--- src/include/icb_pkg.sv ---
// Package for the interrupt, clock-output, fault and boot pin logic.
// Assumes a single 50 MHz clock domain and a plain register port.
package icb_pkg;

   // ****************************************************************
   // Register offsets
   // ****************************************************************
   localparam logic [3:0] OFF_SYSTEM_CTRL_STATUS_REG       = 4'h0;
   localparam logic [3:0] OFF_SYSTEM_CTRL_STATUS_REG_TWO      = 4'h1;
   localparam logic [3:0] OFF_PINCFG     = 4'h2;
   localparam logic [3:0] OFF_GPIO_DIR   = 4'h3;
   localparam logic [3:0] OFF_GPIO_OUT   = 4'h4;
   localparam logic [3:0] OFF_GPIO_IN    = 4'h5;
   localparam logic [3:0] OFF_IRQ_STAT   = 4'h6;
   localparam logic [3:0] OFF_IRQ_MASK   = 4'h7;

   // ****************************************************************
   // Field positions
   // ****************************************************************
   localparam int SYSTEM_CTRL_STATUS_REG_CLKSEL_BIT   = 14;
   localparam int SYSTEM_CTRL_STATUS_REG_TWO_BOOT_BIT    = 3;
   localparam int SYSTEM_CTRL_STATUS_REG_TWO_FLAG_BIT    = 4;
   localparam int CFG_IRQ1_FN_BIT   = 0;
   localparam int CFG_IRQ2_FN_BIT   = 1;
   localparam int CFG_CLKO_FN_BIT   = 2;
   localparam int CFG_IRQ1_POL_BIT  = 3;
   localparam int CFG_IRQ2_POL_BIT  = 4;
   localparam int CFG_SOC_EN_BIT    = 5;
   localparam int CFG_ROM_BIT       = 6;
   localparam int ST_IRQ1_BIT       = 0;
   localparam int ST_IRQ2_BIT       = 1;
   localparam int ST_FAULT_BIT      = 2;

   // GPIO bit order: bit 0 irq one pin, bit 1 irq two pin, bit 2 clock pin.
   localparam int NUM_GPIO = 3;

   // ****************************************************************
   // Reset values
   // ****************************************************************
   localparam logic [15:0] RST_SYSTEM_CTRL_STATUS_REG   = 16'h0000;
   localparam logic [15:0] RST_PINCFG = 16'h0007;
   localparam logic [2:0]  RST_DIR    = 3'h0;
   localparam logic [2:0]  RST_OUT    = 3'h0;
   localparam logic [2:0]  RST_STAT   = 3'h0;
   localparam logic [2:0]  RST_MASK   = 3'h0;

   // ****************************************************************
   // Carriers
   // ****************************************************************
   typedef struct packed {
      logic [3:0]  addr;
      logic [15:0] wdata;
      logic        wr;
      logic        rd;
   } icb_bus_req_t;

   typedef struct packed {
      logic [2:0] o;
      logic [2:0] oe;
   } icb_gpio_drv_t;

   typedef enum logic [1:0] {
      BOOT_SAMPLE = 2'b01,
      BOOT_FLAG   = 2'b10
   } icb_boot_t;

endpackage

--- src/design/icb_pin_logic.sv ---
// Pin-function logic for user interrupts, clock output, drive fault and boot strap.
// Assumes pins synchronous to CLK and a register port with read data one cycle later.
//
// Design decisions made here: the register offsets and the plain strobed port.
module icb_pin_logic
   import icb_pkg::*;
(
   input  wire logic                   CLK,
   input  wire logic                   RST_N,
   input  wire logic [3:0]             ADDR,
   input  wire logic [15:0]            WDATA,
   input  wire logic                   WR,
   input  wire logic                   RD,
   output logic [15:0]                 RDATA,
   output logic                        IRQ,
   input  wire logic                   EXT_USER_IRQ_ONE_I,
   output logic                        EXT_USER_IRQ_ONE_O,
   output logic                        EXT_USER_IRQ_ONE_OE,
   input  wire logic                   EXT_USER_IRQ_TWO_I,
   output logic                        EXT_USER_IRQ_TWO_O,
   output logic                        EXT_USER_IRQ_TWO_OE,
   output logic                        ADC_CONV_TRIGGER_IN,
   output logic                        IRQ_ONE_PULSE,
   output logic                        IRQ_TWO_PULSE,
   input  wire logic                   CPU_CLOCK,
   input  wire logic                   WATCHDOG_CLOCK,
   input  wire logic                   CLOCK_OUT_PIN_I,
   output logic                        CLOCK_OUT_PIN_O,
   output logic                        CLOCK_OUT_PIN_OE,
   input  wire logic                   DRIVE_FAULT_IN_B,
   output logic                        EVENT_MANAGER_B_PWM_FLOAT,
   input  wire logic                   EMU_FLOAT_REQUEST_N,
   output logic                        CRYSTAL_OUT_OE,
   input  wire logic                   BOOT_EN_I,
   output logic                        EXTERNAL_FLAG_OUT,
   output logic                        EXTERNAL_FLAG_OE,
   output logic                        BOOT_ROM_SELECT
);
   import icb_pkg::*;

   // ****************************************************************
   // Register state
   // ****************************************************************
   logic [15:0]     system_ctrl_status_reg;
   logic [15:0]     pincfg;
   logic [2:0]      gpio_dir;
   logic [2:0]      gpio_out;
   logic [2:0]      irq_stat;
   logic [2:0]      irq_mask;
   logic            boot_strap;
   logic            ext_flag;
   logic            fault_prev;
   icb_boot_t       boot_state;
   icb_bus_req_t    req;
   icb_gpio_drv_t   drv;

   assign req = '{addr: ADDR, wdata: WDATA, wr: WR, rd: RD};

   // ****************************************************************
   // Decode
   // ****************************************************************
   wire wr_system_ctrl_status_reg   = req.wr && (req.addr == OFF_SYSTEM_CTRL_STATUS_REG);
   wire wr_system_ctrl_status_reg_two  = req.wr && (req.addr == OFF_SYSTEM_CTRL_STATUS_REG_TWO);
   wire wr_cfg    = req.wr && (req.addr == OFF_PINCFG);
   wire wr_dir    = req.wr && (req.addr == OFF_GPIO_DIR);
   wire wr_out    = req.wr && (req.addr == OFF_GPIO_OUT);
   wire wr_stat   = req.wr && (req.addr == OFF_IRQ_STAT);
   wire wr_mask   = req.wr && (req.addr == OFF_IRQ_MASK);

   wire irq1_fn   = pincfg[CFG_IRQ1_FN_BIT];
   wire irq2_fn   = pincfg[CFG_IRQ2_FN_BIT];
   wire clko_fn   = pincfg[CFG_CLKO_FN_BIT];
   wire rom_part  = pincfg[CFG_ROM_BIT];
   wire soc_en    = pincfg[CFG_SOC_EN_BIT];

   wire [2:0] gpio_in = {CLOCK_OUT_PIN_I, EXT_USER_IRQ_TWO_I, EXT_USER_IRQ_ONE_I};
   wire [15:0] system_ctrl_status_reg_two_view = {11'h000, ext_flag, boot_strap, 3'h0};

   // ****************************************************************
   // Edge detection of user interrupts
   // ****************************************************************
   logic edge1;
   logic edge2;

   icb_edge_det u_edge1 (
      .CLK      (CLK),
      .RST_N    (RST_N),
      .PIN      (EXT_USER_IRQ_ONE_I),
      .RISE_SEL (pincfg[CFG_IRQ1_POL_BIT]),
      .ENABLE   (irq1_fn),
      .EDGE     (edge1)
   );

   icb_edge_det u_edge2 (
      .CLK      (CLK),
      .RST_N    (RST_N),
      .PIN      (EXT_USER_IRQ_TWO_I),
      .RISE_SEL (pincfg[CFG_IRQ2_POL_BIT]),
      .ENABLE   (irq2_fn),
      .EDGE     (edge2)
   );

   wire fault_fall = fault_prev & ~DRIVE_FAULT_IN_B;
   wire [2:0] events = {fault_fall, edge2, edge1};
   // Set wins over a write-one clear in the same cycle.
   wire [2:0] next_stat = (irq_stat & ~(wr_stat ? req.wdata[2:0] : 3'h0)) | events;

   // ****************************************************************
   // Pin drive
   // ****************************************************************
   assign drv.o  = gpio_out;
   // Pins drive as general purpose only when software owns them and sets output; the clock pin also drives in clock function.
   assign drv.oe = gpio_dir & {~clko_fn, ~irq2_fn, ~irq1_fn};

   // The clock pin is a mux, not a flop: a registered copy could not follow CPU_CLOCK.
   wire clk_src = system_ctrl_status_reg[SYSTEM_CTRL_STATUS_REG_CLKSEL_BIT] ? WATCHDOG_CLOCK : CPU_CLOCK;

   // ****************************************************************
   // Registers
   // ****************************************************************
   always_ff @(posedge CLK) begin
      if (!RST_N) begin
         system_ctrl_status_reg     <= RST_SYSTEM_CTRL_STATUS_REG;
         pincfg   <= RST_PINCFG;
         gpio_dir <= RST_DIR;
         gpio_out <= RST_OUT;
         irq_mask <= RST_MASK;
      end else begin
         if (wr_system_ctrl_status_reg) system_ctrl_status_reg <= req.wdata;
         if (wr_cfg) pincfg <= req.wdata;
         if (wr_dir) gpio_dir <= req.wdata[2:0];
         if (wr_out) gpio_out <= req.wdata[2:0];
         if (wr_mask) irq_mask <= req.wdata[2:0];
      end
   end

   always_ff @(posedge CLK) begin
      if (!RST_N) begin
         irq_stat   <= RST_STAT;
         fault_prev <= 1'b1;
         IRQ        <= 1'b0;
      end else begin
         irq_stat   <= next_stat;
         fault_prev <= DRIVE_FAULT_IN_B;
         IRQ        <= |(next_stat & irq_mask);
      end
   end

   // Fault float holds until software clears the fault status bit.
   always_ff @(posedge CLK) begin
      if (!RST_N) begin
         EVENT_MANAGER_B_PWM_FLOAT <= 1'b0;
      end else begin
         EVENT_MANAGER_B_PWM_FLOAT <= next_stat[ST_FAULT_BIT];
      end
   end

   // ****************************************************************
   // Boot strap and flag
   // ****************************************************************
   // Strap is caught by a clocked sample while reset is held.
   always_ff @(posedge CLK) begin
      if (!RST_N) begin
         boot_state <= BOOT_SAMPLE;
         boot_strap <= BOOT_EN_I;
         ext_flag   <= 1'b1;
      end else begin
         boot_state <= BOOT_FLAG;
         if (wr_system_ctrl_status_reg_two) ext_flag <= req.wdata[SYSTEM_CTRL_STATUS_REG_TWO_FLAG_BIT];
      end
   end

   always_ff @(posedge CLK) begin
      if (!RST_N) begin
         EXTERNAL_FLAG_OUT <= 1'b1;
         EXTERNAL_FLAG_OE  <= 1'b0;
         BOOT_ROM_SELECT   <= 1'b0;
      end else begin
         EXTERNAL_FLAG_OUT <= ext_flag;
         EXTERNAL_FLAG_OE  <= 1'b1;
         // Boot selection only counts once the strap sample phase is over.
         BOOT_ROM_SELECT   <= (boot_state == BOOT_FLAG) & boot_strap & ~rom_part;
      end
   end

   // ****************************************************************
   // Pin outputs
   // ****************************************************************
   always_ff @(posedge CLK) begin
      if (!RST_N) begin
         EXT_USER_IRQ_ONE_O  <= 1'b0;
         EXT_USER_IRQ_ONE_OE <= 1'b0;
         EXT_USER_IRQ_TWO_O  <= 1'b0;
         EXT_USER_IRQ_TWO_OE <= 1'b0;
         CLOCK_OUT_PIN_OE    <= 1'b0;
         ADC_CONV_TRIGGER_IN <= 1'b0;
         IRQ_ONE_PULSE       <= 1'b0;
         IRQ_TWO_PULSE       <= 1'b0;
         CRYSTAL_OUT_OE      <= 1'b0;
      end else begin
         EXT_USER_IRQ_ONE_O  <= drv.o[0];
         EXT_USER_IRQ_ONE_OE <= drv.oe[0];
         EXT_USER_IRQ_TWO_O  <= drv.o[1];
         EXT_USER_IRQ_TWO_OE <= drv.oe[1];
         CLOCK_OUT_PIN_OE    <= clko_fn | drv.oe[2];
         ADC_CONV_TRIGGER_IN <= edge2 & soc_en;
         IRQ_ONE_PULSE       <= edge1;
         IRQ_TWO_PULSE       <= edge2;
         CRYSTAL_OUT_OE      <= EMU_FLOAT_REQUEST_N;
      end
   end

   always_comb begin
      CLOCK_OUT_PIN_O = clko_fn ? clk_src : drv.o[2];
   end

   // ****************************************************************
   // Read port
   // ****************************************************************
   logic [15:0] rmux;
   always_comb begin
      unique case (req.addr)
         OFF_SYSTEM_CTRL_STATUS_REG:     rmux = system_ctrl_status_reg;
         OFF_SYSTEM_CTRL_STATUS_REG_TWO:    rmux = system_ctrl_status_reg_two_view;
         OFF_PINCFG:   rmux = pincfg;
         OFF_GPIO_DIR: rmux = {13'h0000, gpio_dir};
         OFF_GPIO_OUT: rmux = {13'h0000, gpio_out};
         OFF_GPIO_IN:  rmux = {13'h0000, gpio_in};
         OFF_IRQ_STAT: rmux = {13'h0000, irq_stat};
         OFF_IRQ_MASK: rmux = {13'h0000, irq_mask};
         default:      rmux = 16'h0000;
      endcase
   end

   always_ff @(posedge CLK) begin
      if (!RST_N) begin
         RDATA <= 16'h0000;
      end else begin
         RDATA <= req.rd ? rmux : 16'h0000;
      end
   end
endmodule // icb_pin_logic

--- src/design/icb_edge_det.sv ---
// Synchronous edge detector with selectable polarity.
// Assumes the pin is already synchronous to CLK.
module icb_edge_det (
   input  wire logic CLK,
   input  wire logic RST_N,
   input  wire logic PIN,
   input  wire logic RISE_SEL,
   input  wire logic ENABLE,
   output logic      EDGE
);
   logic prev;
   logic fall_seen;
   logic rise_seen;

   assign rise_seen = PIN & ~prev;
   assign fall_seen = ~PIN & prev;

   always_ff @(posedge CLK) begin
      if (!RST_N) begin
         prev <= 1'b1;
         EDGE <= 1'b0;
      end else begin
         prev <= PIN;
         EDGE <= ENABLE & (RISE_SEL ? rise_seen : fall_seen);
      end
   end
endmodule // icb_edge_det

--- config.mk ---
export PLATFORM = sky130hd
export DESIGN_NAME = icb_pin_logic
export DESIGN_NICKNAME = d
export VERILOG_FILES = /design/src/include/icb_pkg.sv /design/src/design/icb_pin_logic.sv /design/src/design/icb_edge_det.sv
export SDC_FILE = /design/constraint.sdc
export NUM_CORES = 1
export LEC_CHECK = 0
export BUFFER_PORTS_ARGS = -buffer_cell sky130_fd_sc_hd__clkbuf_2
export CAP_MARGIN = 20
export CORE_UTILIZATION = 45
export DETAILED_ROUTE_END_ITERATION = 10
export PLACE_DENSITY = 0.68
export SLEW_MARGIN = 20
export SYNTH_ARGS = -nofsm -noshare
export SYNTH_HDL_FRONTEND = slang
export SYNTH_SLANG_ARGS = --single-unit
export TNS_END_PERCENT = 1
--- constraint.sdc ---
create_clock -name CLK -period 1.39 [get_ports CLK]
set_input_delay 0.0695 -clock CLK [delete_from_list [all_inputs] [get_ports CLK]]
set_output_delay 0.0695 -clock CLK [all_outputs]
set_load 0.02 [all_outputs]
==> results of run 1 <==
where the power goes:
| part | internal, mW | switching [mW] | total [mW] |
|---|---|---|---|
| combinational | 0.172 | 0.210 | 0.382 |
| sequential | 2.37 | 0.0266 | 2.40 |
| clock | 1.10 | 0.799 | 1.90 |
| total | 3.64 | 1.04 | 4.68 |
path summary, 6_finish.rpt:
| check | from | to | slack (ns) | cells past startpoint |
|---|---|---|---|---|
| setup / recovery | RST_N | IRQ | 0.09 | 7 |
| hold reg to reg | pincfg[9] | pincfg[9] | 0.46 | 2 |
| setup reg to reg | irq_stat[0] | IRQ | 0.30 | 4 |
| hold / removal | WDATA[1] | system_ctrl_status_reg[1] | 0.04 | 3 |
routing by layer:
layer	global-route usage	wire [microns]
met5	0	0
met4	0.100	140
met3	0.0406	349
met2	0.330	3380
met1	0.307	3510
logic make-up (layout without fill, tap and decap cells):
logic type | Yosys count | count (layout)
simple gates | 151 | 151
flops | 81 | 81
compound gates | 65 | 65
buf+inv | 28 | 124
mux | 16 | 16
stage by stage:
| step | power [mW] | cell area (sq um) |
|---|---|---|
| finish | 4.68 | 3910 |
| global route | 4.84 | 3910 |
| CTS | 4.71 | 3910 |
| detailed placement | 2.79 | 3500 |
| global placement | 2.78 | 3500 |
| floorplan | 2.63 | 3030 |
worst max-delay path, cell delays in order:
cell,delay (ns)
dlygate4sd3_1,0.53
buf_2,0.19
buf_4,0.17
o21ai_0,0.07
a41oi_1,0.08
and2_1,0.19
a221o_1,0.25
timing repair:
item                       CTS  global route
setup endpoints to repair    0            21
hold buffers                19             0
resized for setup            0             2
hold endpoints to repair    33             0
area by class of cell:
cell class / instances / area [sq um] / area share
Clock buffer: 12 / 155 / 0.0397
Clock inverter: 3 / 65.1 / 0.0166
Inverter: 4 / 15.0 / 0.00384
Multi-Input combinational cell: 232 / 1250 / 0.320
Sequential cell: 81 / 1630 / 0.417
Tap cell: 77 / 96.3 / 0.0246
Timing Repair Buffer: 105 / 697 / 0.178
layout by cell type (no fill, tap or decap), drive strengths merged, types with 5 or more instances in the layout:
master and n:
mux2i 15, dlygate4sd3 19, a21oi 41, nor2 32, and2 6, dfxtp 80, nand3 8, nand2 78
buf 25, clkbuf 73, nand2b 5, o21ai 7, a22oi 11
==> run_results.csv, run 1 <==
group,metric,value,unit
power_and_ir_drop,leakage,1.62,nW
route,wire_per_inst,14.4,microns
clock_network,cts_inserted_buffers,9,
final_layout,fin_util,0.609,
sta,max_slew_margin,0.794,
final_layout,num_antenna_cells,0,
place,dp_hpwl,5.04,mm
synth,yosysUniqueCellTypes,36,
route,drtIter0Drc,148,
clock_network,post_cts_buffers,0,
synth,synthCells,341,
sta,post-route-min-period,1.30,ns
synth,yosysTopAreaCellShare,0.528,
synth,ys.flop_type,"dfxtp_1",
sta,max_slew.worst_pin.slew,0.306,ns
synth,synth_compound_area_frac,0.124,
worst_setup_path,endpoint_kind,"register",
sta,fmax,0.767,GHz
global_route,grt_pass1_wl,11.9,mm
worst_setup_path,critPathKind,"in2reg",
final_layout,drive_gt1_frac,0.245,
clock_network,cts_tree,"yes",
outcome,violations,"DRC",
synth,synth-simple-area-share,0.236,
outcome,status,"complete, but fails checks",
final_layout,area.growth.synth_to_final,29.1,%
power_and_ir_drop,peakVddDrop,0.000566,V
synth,ys_ff_latch,81,
synth,synth_most_common_cell,"dfxtp_1",
floorplan,die_y,84.1,microns
floorplan,std_cell_rows,29,
synth,synth_seq_area_share,0.538,
sta,hold_ws,0.0377,ns
floorplan,initial_utilization,0.472,
place,place_inst,480,
sta,timing.setup.tns,0,ns
route,routed_wl,7.38,mm
route,vias,2636,
worst_setup_path,crit_required,1.63,ns
route,drc,8,
floorplan,die_w,84.1,microns
synth,synth_top_family_by_area,"simple AND/OR/NAND/NOR gates",
global_route,grt_pass1_vias,2391,
power_and_ir_drop,powerDensity,1190,nW/um^2
sta,finalWorstSetupSlack,0.0858,ns
worst_setup_path,startpoint_type,"input port",
sta,hold_viol,0,
synth,syn-num-nets,373,
place,place_congestion,0.887,
clock_network,clk_path_buf_depth,2,
global_route,grt_max_degree,26,
synth,syn_area,3030,sq um
sta,finalCritPeriodShare,0.938,
sta,slew_viol_final,0,
final_layout,final_nets,465,
final_layout,instances_no_fill,514,
sta,setup_viol,0,
run,maxCapViolations,0,
route,drtAntennaViolNets,0,
place,io_buffer_count,62,
synth,synth_xor_area_frac,0,
floorplan,ios,63,
global_route,grt_usage,0.220,
synth,synth-edff-count,1,
worst_setup_path,cp.arrival,1.55,ns
synth,synth-adder-area-share,0,
global_route,antenna_found_initial,0,
clock_network,clkTransAtPathRegs,0.07,ns
synth,yosysWarnings,0,
clock_network,htreeDepth,3,
clock_network,cts_sinks,81,
sta,skew,0.00855,ns
route,drtPass1Iterations,9,
floorplan,core_area,6420,sq um
sta,rsz0062_at_grt,"false",
global_route,overflow,0,
synth,async_flop_share,0,
place,pre_cts_ws,0.0761,ns
synth,yosys.area.top_type,"dfxtp_1",
synth,synth.mux.area_fraction,0.0533,
route,vias_per_cell,5.13,
clock_network,insertion_delay,0.35,ns
synth,synth_area_leaders,"dfxtp_1, nand2_1, a21oi_1",
hold_path,hp-class,"in2reg",
synth,yosys-top-cells-count,"dfxtp_1, nand2_1, a21oi_1",
floorplan,dieArea,7070,sq um
worst_setup_path,cp_max_fo,8,
clock_network,root_buffer,"clkbuf_8",
synth,synth.avg_cell_area,8.89,sq um
final_layout,fillerInstances,580,
No activity file was read; power rests on OpenSTA's default activity.
==> inputs of run 2 (changes only) <==
--- a/config.mk
+++ b/config.mk
@@ -5,6 +5,7 @@
 export SDC_FILE = /design/constraint.sdc
 export NUM_CORES = 1
 export LEC_CHECK = 0
+export ABC_AREA = 1
 export BUFFER_PORTS_ARGS = -buffer_cell sky130_fd_sc_hd__clkbuf_2
 export CAP_MARGIN = 20
 export CORE_UTILIZATION = 45
@@ -13,5 +14,6 @@
 export SLEW_MARGIN = 20
 export SYNTH_ARGS = -nofsm -noshare
 export SYNTH_HDL_FRONTEND = slang
+export SYNTH_HIERARCHICAL = 1
 export SYNTH_SLANG_ARGS = --single-unit
 export TNS_END_PERCENT = 1
==> run 2 against run 1 <==
  * The run now ends clean
  * Global-route usage is 0.17 points lower
  * Total power is 11% higher
  * Combinational power is 7.3% lower
  * Utilization is 0.67 points lower
  * Via count is 5.7% higher
  * Register-to-register slack better by 0.17 ns
  * First-iteration DRC count is 32% higher
  * Worst setup slack better by 0.10 ns
==> run_results.csv, run 2 <==
group,metric,value,unit
sta,slew_viol_final,0,
synth,synth_area_leaders,"dfxtp_1, nand2_1, a21oi_1",
final_layout,fillerInstances,588,
sta,fmax,0.831,GHz
synth,synth-edff-count,1,
hold_path,hp-class,"in2reg",
global_route,grt_pass1_vias,2636,
sta,rsz0062_at_grt,"false",
power_and_ir_drop,total_power,5.19,mW
worst_setup_path,crit_required,1.63,ns
global_route,antenna_found_initial,0,
power_and_ir_drop,powerDensity,1350,nW/um^2
floorplan,initial_utilization,0.467,
synth,ys.flop_type,"dfxtp_1",
final_layout,final_cell_mix,"nand2_1, dfxtp_1, clkbuf_2",
floorplan,core_area,6390,sq um
final_layout,num_antenna_cells,0,
route,drc,0,
route,routed_wl,7.36,mm
floorplan,ios,63,
final_layout,layout_commonest_cell,"nand2_1",
final_layout,regArea,1630,sq um
power_and_ir_drop,leakage,1.68,nW
global_route,grt_usage,0.218,
worst_setup_path,cp.arrival,1.44,ns
floorplan,die_y,83.4,microns
clock_network,clk_path_buf_depth,2,
worst_setup_path,cp_cell_sequence,"dlygate4sd3_1, clkbuf_2, inv_1, buf_4, a21oi_1",
sta,post-route-min-period,1.20,ns
final_layout,multi_input_area,1100,sq um
synth,yosysWarnings,6,
clock_network,cts_inserted_buffers,9,
worst_setup_path,startpoint_type,"input port",
clock_network,htreeDepth,3,
floorplan,die_w,83.4,microns
synth,async_flop_share,0,
floorplan,dieArea,6960,sq um
global_route,grt_max_degree,33,
sta,setup_viol,0,
place,io_buffer_count,62,
outcome,status,"finished, final reports clean",
synth,yosys.area.top_type,"dfxtp_1",
synth,synthCells,384,
clock_network,post_cts_buffers,0,
synth,synth_most_common_cell,"nand2_1",
worst_setup_path,endpoint_kind,"register",
global_route,overflow,0,
route,drtPass1Iterations,5,
final_layout,drive_gt1_frac,0.199,
synth,synth.avg_cell_area,7.76,sq um
route,vias,2787,
worst_setup_path,cp_slowest_cell,"dlygate4sd3_1",
final_layout,fin_area,3850,sq um
clock_network,cts_sinks,81,
final_layout,final_nets,500,
place,placed_cell_area,3380,sq um
worst_setup_path,cp_max_fo,13,
sta,skew,0.00461,ns
clock_network,clkTransAtPathRegs,0.08,ns
synth,yosysTopAreaCellShare,0.537,
global_route,grt_pass1_wl,12.0,mm
synth,synth_seq_area_share,0.547,
place,dp_hpwl,4.87,mm
sta,hold_ws,0.0369,ns
clock_network,cts_tree,"yes",
synth,yosys-top-cells-count,"nand2_1, dfxtp_1, a21oi_1",
final_layout,area.growth.synth_to_final,29.0,%
sta,max_slew.worst_pin.slew,0.506,ns
route,drtIter0Drc,196,
clock_network,insertion_delay,0.35,ns
worst_setup_path,crit_path_max_incr_delay,0.53,ns
sta,hold_viol,0,
synth,syn_area,2980,sq um
synth,yosysUniqueCellTypes,26,
power_and_ir_drop,peakVddDrop,0.000820,V
sta,timing.setup.tns,0,ns
floorplan,std_cell_rows,29,
final_layout,fin_util,0.602,
run,maxCapViolations,0,
route,vias_per_cell,5.07,
worst_setup_path,critPathKind,"in2reg",
synth,syn-num-nets,416,
clock_network,root_buffer,"clkbuf_8",
sta,finalCritPeriodShare,0.866,
sta,max_slew_margin,0.662,
place,place_congestion,0.882,
route,drtAntennaViolNets,0,
route,wire_per_inst,13.4,microns
synth,ys_ff_latch,81,
-- run 2: cell types whose count changed after synthesis, moves of 5 or more --
cell / before / now
inv_1: 3 / 41
nand2_1: 78 / 102
nand3_1: 7 / 26
a21oi_1: 41 / 58
o21ai_0: 7 / 24
nor2_1: 32 / 16
mux2i_1: 15 / 0
a22oi_1: 11 / 0
clkbuf_1: 14 / 6
buf_2: 0 / 7
and2_1: 6 / 0
buf_4: 7 / 1
nand2b_1: 5 / 0
-- run 2: per-layer routing --
| metal | track usage | wire (microns) |
|---|---|---|
| met2 | 0.353 | 3480 |
| met1 | 0.278 | 3380 |
| met4 | 0.0972 | 106 |
| met3 | 0.0497 | 387 |
| met5 | 0 | 0 |
-- run 2: critical path, delay by kind of cell --
kind            cells  cell delay, ns
buf+inv             4            1.31
compound gates      1            0.06
-- run 2: path summary, 6_finish.rpt --
check                              startpoint                    endpoint  slack, ns  depth (start not counted)
worst min-delay path                 WDATA[1]                   pincfg[1]       0.04                          3
worst max register to register     boot_strap                    RDATA[3]       0.47                          4
worst min register to register  boot_state[0]             BOOT_ROM_SELECT       0.40                          1
worst max-delay path                    RST_N  system_ctrl_status_reg[13]       0.19                          5
-- run 2: repair_timing --
item / in CTS / in global routing
endpoints found under the setup margin: 0 / 0
endpoints found under the hold margin: 23 / 1
hold buffers: 17 / 1
gates resized for setup: 0 / 0
-- run 2: through the flow --
stage	worst slack [ns]	instances
final	0.186	550
after global placement	0.178	516
after CTS	0.193	549
after detailed placement	0.115	516
after global routing	0.0817	550
after floorplan	0.434	384
-- run 2: kinds of logic after synthesis --
kind of cell / Yosys count / synth area share
and+or+nand+nor: 154 / 0.215
buffers and inverters: 60 / 0.0835
DFF: 81 / 0.547
AOI/OAI and AO/OA: 89 / 0.154
-- run 2: final cells by class --
| cell class | count | share of cell area |
|---|---|---|
| Sequential cell | 81 | 0.424 |
| Multi-Input combinational cell | 243 | 0.286 |
| Timing Repair Buffer | 89 | 0.145 |
| Inverter | 44 | 0.0439 |
| Clock inverter | 5 | 0.0390 |
| Clock buffer | 11 | 0.0367 |
| Tap cell | 77 | 0.0250 |
-- run 2: power breakdown --
| group | internal [mW] | switching [mW] | total (mW) | leakage, nW |
|---|---|---|---|---|
| Clock | 1.61 | 0.827 | 2.43 | 0.144 |
| Combinational | 0.137 | 0.218 | 0.354 | 0.874 |
| Sequential | 2.38 | 0.0262 | 2.40 | 0.660 |
